==> src/wrdl_pkg.sv <==
// Package: register map, field layout and constants of the working-register block
package wrdl_pkg;
   localparam int WRDL_WORD_W = 36;
   localparam int WRDL_NUM_W  = 32;
   localparam int WRDL_STO_N  = 12;
   localparam int WRDL_STO_BASE_N = 6;
   localparam int WRDL_DL_N   = 14;
   localparam int WRDL_ADDR_W = 6;

   // Register addresses (word index on the plain port)
   localparam logic [5:0] WRDL_A_ACC    = 6'h00;
   localparam logic [5:0] WRDL_A_OPB    = 6'h01;
   localparam logic [5:0] WRDL_A_FLAG1  = 6'h02;
   localparam logic [5:0] WRDL_A_FLAG2  = 6'h03;
   localparam logic [5:0] WRDL_A_GRPSEL = 6'h04;
   localparam logic [5:0] WRDL_A_FLAGOP = 6'h05;
   localparam logic [5:0] WRDL_A_DL     = 6'h06;
   localparam logic [5:0] WRDL_A_KOUT   = 6'h07;
   localparam logic [5:0] WRDL_A_KIN    = 6'h08;
   localparam logic [5:0] WRDL_A_OPDONE = 6'h09;
   localparam logic [5:0] WRDL_A_EXT    = 6'h0A;
   localparam logic [5:0] WRDL_A_SCRATCH_STORE_ZERO   = 6'h10;

   // Flag-op word fields: [3:0] index, [5:4] op
   localparam int WRDL_FOP_IDX_LSB = 0;
   localparam int WRDL_FOP_CMD_LSB = 4;
   localparam logic [1:0] WRDL_FOP_SET   = 2'h1;
   localparam logic [1:0] WRDL_FOP_CLEAR = 2'h2;
   localparam logic [1:0] WRDL_FOP_TEST  = 2'h3;

   // Op-done word fields: [1:0] kind
   localparam logic [1:0] WRDL_OP_MUL  = 2'h1;
   localparam logic [1:0] WRDL_OP_HEX  = 2'h2;
   localparam logic [1:0] WRDL_OP_DIV  = 2'h3;

   // Digit-latch positions
   localparam int WRDL_DL_ECLK  = 0;
   localparam int WRDL_DL_EPWR  = 7;
   localparam int WRDL_DL_KDIR  = 8;
   localparam int WRDL_DL_AS0   = 9;
   localparam int WRDL_DL_TICK  = 12;
   localparam int WRDL_DL_ISRC  = 13;
   localparam logic [13:0] WRDL_DL_SW_MASK = 14'h3F7E;

   // Group-one predefined flag positions
   localparam int WRDL_FG_SEGH_LSB = 1;
   localparam int WRDL_FG_LONGT    = 10;
   localparam int WRDL_FG_SHORTT   = 11;
   localparam int WRDL_FG_KBUF_LSB = 12;

   localparam logic [35:0] WRDL_RST_WORD = 36'h000000000;
   localparam logic [15:0] WRDL_RST_FLAG = 16'h0000;
   localparam logic [13:0] WRDL_RST_DL   = 14'h0000;
   localparam logic [3:0]  WRDL_RST_K    = 4'h0;

   typedef enum logic [3:0] {
      WRDL_AIN_ONE   = 4'h1,
      WRDL_AIN_TWO   = 4'h2,
      WRDL_AIN_THREE = 4'h4,
      WRDL_AIN_FOUR  = 4'h8
   } wrdl_ain_t;
endpackage

==> src/wrdl_kport.sv <==
// Four-line open-source port with output latch, direction and wake detect
`timescale 1ns/1ps
module wrdl_kport (
   input  wire logic       clk_sys,
   input  wire logic       rst_n,
   input  wire logic       dir_out,
   input  wire logic [3:0] kout,
   input  wire logic [3:0] pin_in,
   input  wire logic       low_power,
   output logic [3:0]      pin_o,
   output logic [3:0]      pin_oe,
   output logic [3:0]      kin_ff,
   output logic            wake_ff
);
   import wrdl_pkg::*;

   logic [3:0] prev_ff;
   wire  [3:0] nxt_oe  = dir_out ? kout : 4'h0;
   wire        nxt_wake = low_power && (pin_in != prev_ff);

   // Open source: only the high level is driven, a 0 leaves the line floating
   always_ff @(posedge clk_sys or negedge rst_n) begin
      if (!rst_n) begin
         pin_o   <= 4'h0;
         pin_oe  <= 4'h0;
         kin_ff  <= WRDL_RST_K;
         prev_ff <= WRDL_RST_K;
         wake_ff <= 1'b0;
      end else begin
         pin_o   <= 4'hF;
         pin_oe  <= nxt_oe;
         kin_ff  <= pin_in;
         prev_ff <= pin_in;
         wake_ff <= nxt_wake;
      end
   end
endmodule

==> src/wrdl_top.sv <==
// Working registers, storage bank, flag groups and digit latches
`timescale 1ns/1ps
module wrdl_top (
   input  wire logic                         clk_sys,
   input  wire logic                         arst_n,
   input  wire logic [wrdl_pkg::WRDL_ADDR_W-1:0] addr,
   input  wire logic [35:0]                  wdata,
   input  wire logic                         wr_stb,
   input  wire logic                         rd_stb,
   input  wire logic [35:0]                  result_data,
   input  wire logic                         result_we,
   input  wire logic [35:0]                  remainder,
   input  wire logic                         eeprom_clock_drive,
   input  wire logic                         eeprom_power_drive,
   input  wire logic                         tick_1hz,
   input  wire logic                         tick_16hz,
   input  wire logic                         long_timer_evt,
   input  wire logic                         short_timer_evt,
   input  wire logic                         sensor_supply_on,
   input  wire logic                         low_power,
   input  wire logic [3:0]                   port_in,
   output logic [35:0]                       rdata,
   output logic [35:0]                       main_accumulator,
   output logic                              flag_test_ff,
   output logic [5:0]                        general_outputs,
   output logic                              eeprom_clock_out,
   output logic                              eeprom_power_out,
   output logic [3:0]                        analog_route,
   output logic                              battery_check,
   output logic                              timer_tick,
   output logic                              current_source_on,
   output logic [6:0]                        segment_h,
   output logic [3:0]                        port_o,
   output logic [3:0]                        port_oe,
   output logic                              wake_up
);
   import wrdl_pkg::*;

   ////////////////////////////////////////////////////////////////////////
   // Reset release
   logic rs1_ff;
   logic rst_n;
   always_ff @(posedge clk_sys or negedge arst_n) begin
      if (!arst_n) begin
         rs1_ff <= 1'b0;
         rst_n  <= 1'b0;
      end else begin
         rs1_ff <= 1'b1;
         rst_n  <= rs1_ff;
      end
   end

   ////////////////////////////////////////////////////////////////////////
   // Address decode
   function automatic logic hit(input logic [5:0] a, input logic [5:0] r);
      hit = (a == r);
   endfunction

   logic        ext_ff;
   logic        grp_ff;
   wire  [5:0]  sto_rel  = addr - WRDL_A_SCRATCH_STORE_ZERO;
   wire         sto_rng  = (addr >= WRDL_A_SCRATCH_STORE_ZERO) &&
                           (sto_rel < 6'(WRDL_STO_N));
   wire         sto_ok   = sto_rng &&
                           (ext_ff || sto_rel < 6'(WRDL_STO_BASE_N));
   wire  [3:0]  sto_idx  = sto_rel[3:0];
   wire         w_acc    = wr_stb && hit(addr, WRDL_A_ACC);
   wire         w_opb    = wr_stb && hit(addr, WRDL_A_OPB);
   wire         w_f1     = wr_stb && hit(addr, WRDL_A_FLAG1);
   wire         w_f2     = wr_stb && hit(addr, WRDL_A_FLAG2);
   wire         w_grp    = wr_stb && hit(addr, WRDL_A_GRPSEL);
   wire         w_fop    = wr_stb && hit(addr, WRDL_A_FLAGOP);
   wire         w_dl     = wr_stb && hit(addr, WRDL_A_DL);
   wire         w_kout   = wr_stb && hit(addr, WRDL_A_KOUT);
   wire         w_done   = wr_stb && hit(addr, WRDL_A_OPDONE);
   wire         w_ext    = wr_stb && hit(addr, WRDL_A_EXT);
   wire         w_sto    = wr_stb && sto_ok;

   ////////////////////////////////////////////////////////////////////////
   // Working registers
   logic [35:0] acc_ff;
   logic [35:0] opb_ff;
   wire  [35:0] nxt_acc = result_we ? result_data : wdata;
   always_ff @(posedge clk_sys or negedge rst_n) begin
      if (!rst_n) begin
         acc_ff <= WRDL_RST_WORD;
         opb_ff <= WRDL_RST_WORD;
      end else begin
         if (result_we || w_acc)
            acc_ff <= nxt_acc;
         if (w_opb)
            opb_ff <= wdata;
      end
   end

   // Extended-bank prefix: one-shot, consumed by the next storage access
   always_ff @(posedge clk_sys or negedge rst_n) begin
      if (!rst_n)
         ext_ff <= 1'b0;
      else if (w_ext)
         ext_ff <= wdata[0];
      else if ((wr_stb || rd_stb) && sto_rng)
         ext_ff <= 1'b0;
   end

   ////////////////////////////////////////////////////////////////////////
   // Storage bank
   logic [35:0] sto_ff [WRDL_STO_N];
   wire  [1:0]  done_k = wdata[1:0];
   wire         clr0   = w_done &&
                         (done_k == WRDL_OP_MUL || done_k == WRDL_OP_HEX);
   wire         rem0   = w_done && (done_k == WRDL_OP_DIV);

   genvar gi;
   generate
      for (gi = 0; gi < WRDL_STO_N; gi++) begin : g_sto
         always_ff @(posedge clk_sys or negedge rst_n) begin
            if (!rst_n)
               sto_ff[gi] <= WRDL_RST_WORD;
            else if (gi == 0 && clr0)
               sto_ff[gi] <= WRDL_RST_WORD;
            else if (gi == 0 && rem0)
               sto_ff[gi] <= remainder;
            else if (w_sto && sto_idx == 4'(gi))
               sto_ff[gi] <= wdata;
         end
      end
   endgenerate

   ////////////////////////////////////////////////////////////////////////
   // Flag groups
   logic [15:0] f1_ff;
   logic [15:0] f2_ff;
   logic [13:0] dl_ff;
   logic [3:0]  kout_ff;
   logic [3:0]  kin;
   logic        kwake;
   wire  [3:0]  fidx   = wdata[WRDL_FOP_IDX_LSB +: 4];
   wire  [1:0]  fcmd   = wdata[WRDL_FOP_CMD_LSB +: 2];
   wire  [15:0] fbit   = 16'h0001 << fidx;
   wire         f_set  = w_fop && fcmd == WRDL_FOP_SET;
   wire         f_clr  = w_fop && fcmd == WRDL_FOP_CLEAR;
   wire         f_tst  = w_fop && fcmd == WRDL_FOP_TEST;
   wire  [15:0] cur_f  = grp_ff ? f2_ff : f1_ff;
   // Hardware events in group one win over a same-cycle software clear
   wire  [15:0] hw_set = {4'h0, short_timer_evt, long_timer_evt, 10'h000};
   wire  [15:0] f1_wr  = w_f1 ? wdata[15:0] : f1_ff;
   wire  [15:0] f1_op  = (!grp_ff && f_set) ? (f1_wr | fbit) :
                         (!grp_ff && f_clr) ? (f1_wr & ~fbit) : f1_wr;
   wire  [15:0] nxt_f1 = {kin[3:0] & ~{4{dl_ff[WRDL_DL_KDIR]}} |
                          f1_op[15:12] & {4{dl_ff[WRDL_DL_KDIR]}},
                          f1_op[11:0] | hw_set[11:0]};
   wire  [15:0] f2_wr  = w_f2 ? wdata[15:0] : f2_ff;
   wire  [15:0] nxt_f2 = (grp_ff && f_set) ? (f2_wr | fbit) :
                         (grp_ff && f_clr) ? (f2_wr & ~fbit) : f2_wr;

   always_ff @(posedge clk_sys or negedge rst_n) begin
      if (!rst_n) begin
         f1_ff        <= WRDL_RST_FLAG;
         f2_ff        <= WRDL_RST_FLAG;
         grp_ff       <= 1'b0;
         flag_test_ff <= 1'b0;
      end else begin
         f1_ff <= nxt_f1;
         f2_ff <= nxt_f2;
         if (w_grp)
            grp_ff <= wdata[0];
         if (f_tst)
            flag_test_ff <= cur_f[fidx];
      end
   end

   ////////////////////////////////////////////////////////////////////////
   // Digit latches and port output latch
   // Software mask keeps latches zero and seven out of reach
   wire [13:0] nxt_dl_sw = (dl_ff & ~WRDL_DL_SW_MASK) |
                           (wdata[13:0] & WRDL_DL_SW_MASK);
   wire [13:0] nxt_dl_hw = {nxt_dl_sw[13:8], eeprom_power_drive,
                            nxt_dl_sw[6:1], eeprom_clock_drive};
   wire [13:0] dl_sel    = w_dl ? nxt_dl_hw :
                           {dl_ff[13:8], eeprom_power_drive,
                            dl_ff[6:1], eeprom_clock_drive};
   always_ff @(posedge clk_sys or negedge rst_n) begin
      if (!rst_n) begin
         dl_ff   <= WRDL_RST_DL;
         kout_ff <= WRDL_RST_K;
      end else begin
         dl_ff <= dl_sel;
         if (w_kout)
            kout_ff <= wdata[3:0];
      end
   end

   wrdl_kport u_kport (
      .clk_sys   (clk_sys),
      .rst_n     (rst_n),
      .dir_out   (dl_ff[WRDL_DL_KDIR]),
      .kout      (kout_ff),
      .pin_in    (port_in),
      .low_power (low_power),
      .pin_o     (port_o),
      .pin_oe    (port_oe),
      .kin_ff    (kin),
      .wake_ff   (kwake)
   );

   ////////////////////////////////////////////////////////////////////////
   // Hardware function decode
   wire [2:0] asel = dl_ff[WRDL_DL_AS0 +: 3];
   // Note bit order: latch nine is the leading bit of the select
   wire [2:0] asel_o = {asel[0], asel[1], asel[2]};
   wire nxt_batt = asel_o[2];
   wire [1:0] ain_lo = asel_o[1:0];
   wrdl_ain_t ain;
   always_comb begin
      case (ain_lo)
         2'b00:   ain = WRDL_AIN_ONE;
         2'b10:   ain = WRDL_AIN_TWO;
         2'b01:   ain = WRDL_AIN_THREE;
         2'b11:   ain = WRDL_AIN_FOUR;
         default: ain = WRDL_AIN_ONE;
      endcase
   end
   // Battery check takes the converter away from all four inputs
   wire [3:0] nxt_route = nxt_batt ? 4'h0 : ain;
   wire nxt_tick = dl_ff[WRDL_DL_TICK] ? tick_16hz : tick_1hz;
   wire nxt_isrc = dl_ff[WRDL_DL_ISRC] && sensor_supply_on;

   ////////////////////////////////////////////////////////////////////////
   // Read port and registered outputs
   logic [35:0] nxt_rd;
   always_comb begin
      nxt_rd = 36'h000000000;
      if (rd_stb) begin
         if (sto_ok)
            nxt_rd = sto_ff[sto_idx];
         else
            case (addr)
               WRDL_A_ACC:    nxt_rd = acc_ff;
               WRDL_A_OPB:    nxt_rd = opb_ff;
               WRDL_A_FLAG1:  nxt_rd = {20'h00000, f1_ff};
               WRDL_A_FLAG2:  nxt_rd = {20'h00000, f2_ff};
               WRDL_A_GRPSEL: nxt_rd = {35'h000000000, grp_ff};
               WRDL_A_DL:     nxt_rd = {22'h000000, dl_ff};
               WRDL_A_KOUT:   nxt_rd = {32'h00000000, kout_ff};
               WRDL_A_KIN:    nxt_rd = {32'h00000000, kin};
               WRDL_A_EXT:    nxt_rd = {35'h000000000, ext_ff};
               default:       nxt_rd = 36'h000000000;
            endcase
      end
   end

   always_ff @(posedge clk_sys or negedge rst_n) begin
      if (!rst_n) begin
         rdata             <= 36'h000000000;
         main_accumulator  <= WRDL_RST_WORD;
         general_outputs   <= 6'h00;
         eeprom_clock_out  <= 1'b0;
         eeprom_power_out  <= 1'b0;
         analog_route      <= 4'h0;
         battery_check     <= 1'b0;
         timer_tick        <= 1'b0;
         current_source_on <= 1'b0;
         segment_h         <= 7'h00;
         wake_up           <= 1'b0;
      end else begin
         rdata             <= nxt_rd;
         main_accumulator  <= acc_ff;
         general_outputs   <= dl_ff[6:1];
         eeprom_clock_out  <= dl_ff[WRDL_DL_ECLK];
         eeprom_power_out  <= dl_ff[WRDL_DL_EPWR];
         analog_route      <= nxt_route;
         battery_check     <= nxt_batt;
         timer_tick        <= nxt_tick;
         current_source_on <= nxt_isrc;
         segment_h         <= f1_ff[WRDL_FG_SEGH_LSB +: 7];
         wake_up           <= kwake;
      end
   end

   ////////////////////////////////////////////////////////////////////////
   // Checks
   a_sto_zero_clear: assert property (@(posedge clk_sys) disable iff (!rst_n)
      clr0 |=> sto_ff[0] == 36'h000000000)
      else $error("store zero not cleared");
   a_sto_rem_load: assert property (@(posedge clk_sys) disable iff (!rst_n)
      rem0 |=> sto_ff[0] == $past(remainder))
      else $error("remainder not loaded");
   a_ext_guard: assert property (@(posedge clk_sys) disable iff (!rst_n)
      (wr_stb && sto_rng && sto_rel >= 6'h06 && !ext_ff)
      |=> sto_ff[$past(sto_idx)] == $past(sto_ff[sto_idx]))
      else $error("extended store written without prefix");
   a_grp_hold: assert property (@(posedge clk_sys) disable iff (!rst_n)
      !w_grp |=> $stable(grp_ff))
      else $error("flag group changed without select");
   a_eeprom_sw: assert property (@(posedge clk_sys) disable iff (!rst_n)
      w_dl |=> dl_ff[WRDL_DL_ECLK] == $past(eeprom_clock_drive) &&
               dl_ff[WRDL_DL_EPWR] == $past(eeprom_power_drive))
      else $error("software reached eeprom clock latch");
   a_gen_out: assert property (@(posedge clk_sys) disable iff (!rst_n)
      ##1 general_outputs == $past(dl_ff[6:1]))
      else $error("general outputs not following latches");
   a_port_input: assert property (@(posedge clk_sys) disable iff (!rst_n)
      !dl_ff[WRDL_DL_KDIR] |=> port_oe == 4'h0)
      else $error("port driven in input mode");
   a_isrc_gate: assert property (@(posedge clk_sys) disable iff (!rst_n)
      !sensor_supply_on |=> !current_source_on)
      else $error("current source on without supply");
   a_tick_sel: assert property (@(posedge clk_sys) disable iff (!rst_n)
      (dl_ff[WRDL_DL_TICK] && tick_16hz) |=> timer_tick)
      else $error("fast tick not routed");
endmodule

==> config.mk <==
export PLATFORM = sky130hd
export DESIGN_NAME = wrdl_top
export DESIGN_NICKNAME = d
export VERILOG_FILES = /design/src/wrdl_pkg.sv /design/src/wrdl_kport.sv /design/src/wrdl_top.sv
export SDC_FILE = /design/constraint.sdc
export NUM_CORES = 1
export LEC_CHECK = 0
export BUFFER_PORTS_ARGS = -buffer_cell sky130_fd_sc_hd__clkbuf_2
export CAP_MARGIN = 40
export CORE_MARGIN = 2
export CORE_UTILIZATION = 60
export CTS_CLUSTER_DIAMETER = 200
export CTS_CLUSTER_SIZE = 25
export DETAILED_ROUTE_END_ITERATION = 8
export HOLD_SLACK_MARGIN = 0.02
export PLACE_DENSITY = 0.8
export SYNTH_ARGS = -nofsm -noshare
export SYNTH_HDL_FRONTEND = slang
export SYNTH_SLANG_ARGS = --single-unit
==> constraint.sdc <==
create_clock -name clk_sys -period 26 [get_ports clk_sys]
set_input_delay 2.6 -clock clk_sys [delete_from_list [all_inputs] [get_ports clk_sys]]
set_output_delay 2.6 -clock clk_sys [all_outputs]
set_load 0.005 [all_outputs]
======== After elaboration in Yosys (flattened, before gate mapping) ========
Index checks and enable logic that the tools add are counted.
operators by class
  divide/modulo/power cells ............... 0
  shifts and indexed selects .............. 1
  reductions and logical operators ........ 47
  multipliers ............................. 0
  add/sub/neg operators ................... 1
  multiplexer cells ....................... 25
  order comparisons ....................... 5
  eq/ne operators ......................... 31
  bitwise operators ....................... 12
operator list
  operator              number
  $pmux 36 s9           1
  $mux 36               8
  $bmux 36 s4           1
  $mux 16               7
  $logic_and 1x1->1     37
  $and 16x16->16        2
  $or 16x16->16         2
  $eq 6x3->1 const B    4
  $eq 6x4->1 const B    3
  $eq 4x3->1 const B    4
  $eq 4x4->1 const B    4
  $not 16->16           1
  $pmux 4 s4            1
  $shl 1x4->16 const A  1
  $or 8x14->14          1
  $eq 2x2->1 const B    6
  $eq 6x2->1 const B    2
  $or 12x12->12         1
  $and 4x4->4           2
  $eq 4x2->1 const B    2
  $mux 4                2
  $eq 2x1->1 const B    3
  $eq 6x1->1 const B    1
  $ge 6x5->1 const B    1
  19 further kinds      25
word-level totals
  memories kept ........................... 0
  word-level logic and storage cells ...... 161
  latch bits .............................. 0
  input port bits ......................... 131
  memory bits (writable) .................. 0
  register bits ........................... 664
  bits in read-only memories .............. 0

======== Depth between registers and ports, before layout ========
  depth after elaboration ................. 9
  gate-level depth with buffers ........... 9
  depth with buffers taken out ............ 5

======== Hierarchy ========
Synthesis repeated with hierarchy kept, for this count alone.
second synthesis, totals
  cells, all modules ...................... 2170
  area, all modules ....................... 29728.5 sq um
modules (own cells, without submodules)
  module      instances  cells an instance  area an instance (sq um)  sequential area each (sq um)
  wrdl_top    1          2147               29380.7                   16365.7
  wrdl_kport  1          23                 347.8                     250.2

======== Worst setup path after synthesis ========
No wires, ideal clock.
  path kind ............................... input -> register
  start ................................... input port addr[2] in the netlist's numbering
  end ..................................... register sto_ff[150] in the netlist's numbering
  path buffers ............................ 2
  slack ................................... 21415 ps
  arrival time ............................ 4461 ps
  required time ........................... 25875 ps
  stages on the path ...................... 7
  path through ............................ clkbuf_1 -> nand2b_1 -> a2111oi_4 -> nand3_2 -> nor2_4 -> buf_2 -> mux2_2
between the ends
  cells in the longest elaborated chain, start to end .. 6
RTL lines
  item                                                          line                            source
  from (decl)                                                   wrdl_top.sv:6                   input wire logic [wrdl_pkg::WRDL_ADDR_W-1:0] addr,
  $sub 6x5->6                                                   wrdl_top.sv:61                  wire [5:0] sto_rel = addr - WRDL_A_SCRATCH_STORE_ZERO;
  $lt 6x4->1 / $lt 6x3->1 (equally long branches)               wrdl_top.sv:63, wrdl_top.sv:65
  $logic_and 1x1->1 / $logic_or 1x1->1 (equally long branches)  wrdl_top.sv:62, wrdl_top.sv:65
  $logic_and 1x1->1                                             wrdl_top.sv:64                  wire sto_ok = sto_rng &&
  $logic_and 1x1->1                                             wrdl_top.sv:77                  wire w_sto = wr_stb && sto_ok;
  $logic_and 1x1->1 (*)                                         wrdl_top.sv:124                 else if (w_sto && sto_idx == 4'(gi))
  to (signal, indexed assignment)                               wrdl_top.sv:123                 sto_ff[gi] <= remainder;
  to (signal, indexed assignment)                               wrdl_top.sv:125                 sto_ff[gi] <= wdata;
  to (decl)                                                     wrdl_top.sv:108                 logic [35:0] sto_ff [WRDL_STO_N];
Mark *: on every way between the ends. The rest lies on a longest branch, timed or not.
A chain may end at the register's enable or synchronous reset.

======== Final worst setup path ========
  start ................................... input port addr[2] in the netlist's numbering
  end ..................................... register sto_ff[309] in the netlist's numbering
Same word-level chain as after synthesis.

==> results.toml <==
[sta]
period_needed_ns = 5.44
tns_ns = 0
clock_skew_ns = 0.0342
worstMarginPinSlew_ns = 0.831
slew_headroom = 0.442
fmax_mhz = 184
whs_ns = 0.124
hold_viol_final = 0
maxSlewViolCount = 0
final-setup-viol-count = 0
finalCritPeriodShare = 0.209
rsz0062_at_grt = "no"

[synthesis]
synthesis.instances = 2122
yosysWarnings = 0
yosysTopAreaCellShare = 0.564
syn_area_per_cell_um2 = 13.9
synthMuxAreaShare = 0.291
yosysTopAreaCell = "dfrtp_1"
syn_area_um2 = 29400
async_flop_share = 1.00
yosys.cell_types.count = 55
yosys.area_share.simple = 0.0458
synth_compound_area_frac = 0.0680
yosys.area_share.adder = 0.00170
synth_top_family_by_area = "multiplexers"
ys_ff_latch = 664
synth-edff-count = 0
synth_top_flop_cell = "dfrtp_1"
synth_area_leaders = "dfrtp_1 56%, mux2_2 17%, mux4_2 8.9%, mux2i_1 3.2%, nand2_1 1.9%"
ys_seq_area_frac = 0.564
synth_xor_area_frac = 0.00119

[final_layout]
layout_commonest_cell = "dfrtp_1"
final_cell_count_no_fill = 2879
drive_gt1_frac = 0.398
fin_nets = 2391
layout_common_cells = "663 x dfrtp_1, 437 x mux2_2, 232 x clkbuf_2"
area_growth_pct = 8.96
fillers = 3449

[floorplan]
die_w_um = 226
coreArea_um2 = 48600
die_area_um2 = 50900
rows = 81
die_h_um = 226
pin_count = 235
start_util = 0.605

[clock_tree]
cts_max_path_buffers = 3
clkTransAtPathRegs_ns = 0.10
post_cts_resized = 0
cts.sinks = 664
cts_made_buffers = 30
clkLatencyLatePin_ns = 0.64
clockRootBuffer = "clkbuf_16"
post-cts-setup-buffers = 0
cts-hold-fix-buffers = 0
cts_tree = "yes"
h-tree-depth = 1

[critical_path]
crit_path_max_fanout = 41
endpoint_kind = "flop"
critPathLaunchType = "input pin"
crit_arrival_ns = 5.94
worstPathRequired_ns = 26.50
setup.worst_path.class = "input pin to flop"

[place]
port-buffer-count = 234
dp.cells = 2846
hpwl_um = 49600
gp_congestion = 0.912

[route]
totalWireLength_um = 78200
routed_via_density = 6.72
antenna_left = 0
routed-via-count = 19334
firstDrtPassIters = 5
wl_per_cell_um = 27.2
first_iter_violations = 2034
drc = 0

[power]
power_density_nw_per_um2 = 61.6
p_comb_frac = 0.130
peakVddDrop_mv = 0.0503
power_switching_mw = 0.506
switching_share = 0.256
p_leak_nw = 15.4
p_seq_frac = 0.602
p_int_mw = 1.47
clock_power_share = 0.267

[global_route]
antenna_found_initial = 1
gr-total-overflow = 0
grt_max_degree = 73
grt_pass1_wl_um = 121000
grtUsageTotal = 0.314
grt_pass1_vias = 20159

[flow_run]
drv_cap = 0

[worst_hold_path]
hold_path.class = "flop to async pin"

[run_status]
status = "complete, no violations"
worst paths after layout:
check                           cells after the start  slack [ns]                    to    start
max in group asynchronous                           6       23.03  main_accumulator[23]    rst_n
worst max register to register                      7       22.69           sto_ff[309]   ext_ff
worst min register to register                      0        0.12           sto_ff[297]    rst_n
min in group clk_sys                                0        0.35                 rst_n   rs1_ff
worst min-delay path                                0        0.12           sto_ff[297]    rst_n
worst max-delay path                                8       20.56           sto_ff[309]  addr[2]
cell usage after synthesis, types with 16 or more instances:
master and number:
dfrtp_1 664, mux2_2 437, nand2_1 146, clkbuf_1 123, mux4_2 116, o21ai_0 96, mux2i_1 95, nor2_1 69
buf_2 45, a31oi_1 41, a211oi_1 31, a22oi_1 31, a221oi_1 26, nor3_1 23, a21oi_1 20, o22ai_1 16
worst max-delay path, cell delays in order:
cell       delay, ns
clkbuf_2        0.44
nand2b_1        0.38
a2111oi_4       0.44
buf_4           0.60
and3_1          0.29
nor2b_4         0.14
buf_4           0.59
mux2_2          0.42
metrics by stage:
stage	worst slack, ns	total power [mW]	util	instance area, um^2
2_1_floorplan	6.12	1.36	-	29400
3_3_place_gp	20.01	1.44	0.638	31000
3_5_place_dp	20.00	1.47	0.643	31300
4_1_cts	20.64	1.98	0.659	32100
5_1_grt	20.49	2.05	0.659	32100
6_report	20.56	1.98	0.659	32100
flip-flops by register name, summed over array words and instances (netlist names), 4 cells and up:
register          flops
general_outputs       6
u_kport.pin_oe        4
analog_route          4
main_accumulator     36
acc_ff               36
dl_ff                14
u_kport.prev_ff       4
kout_ff               4
opb_ff               36
f1_ff                16
f2_ff                16
rdata                36
sto_ff              432
segment_h             7
power groups by stage:
stage	logic (mW)	registers [mW]	clock network, mW
2_1_floorplan	0.162	1.20	0
3_3_place_gp	0.240	1.20	0
3_5_place_dp	0.257	1.21	0
4_1_cts	0.258	1.19	0.533
5_1_grt	0.279	1.20	0.572
6_report	0.257	1.19	0.528
metal layers:
| metal | share of wire | vias up | global-route usage |
|---|---|---|---|
| li1 | - | 8055 | - |
| met1 | 0.41 | 10233 | 0.442 |
| met2 | 0.48 | 900 | 0.501 |
| met3 | 0.088 | 146 | 0.0648 |
| met4 | 0.027 | 0 | 0.0876 |
| met5 | 0 | - | 0 |
area by class of cell:
cell class	instances	area, um^2	area share
flip-flops and latches	664	16600	0.518
well taps	622	778	0.0243
clock buffers	31	776	0.0242
repair buffers	288	1760	0.0547
diodes	1	2.50	0.0000780
inverters	7	26.3	0.000819
clock inverters	1	16.3	0.000507
multi-input cells	1265	12100	0.377
cell families after synthesis:
kind of cell / count (synthesis)
adders and majority gates: 4
xor gates and xnor gates: 4
other: 1
DFF: 664
muxes: 656
AOI/OAI and AO/OA: 300
and+or+nand+nor: 299
buffers and inverters: 194
Power figures use the tool's default switching activity.
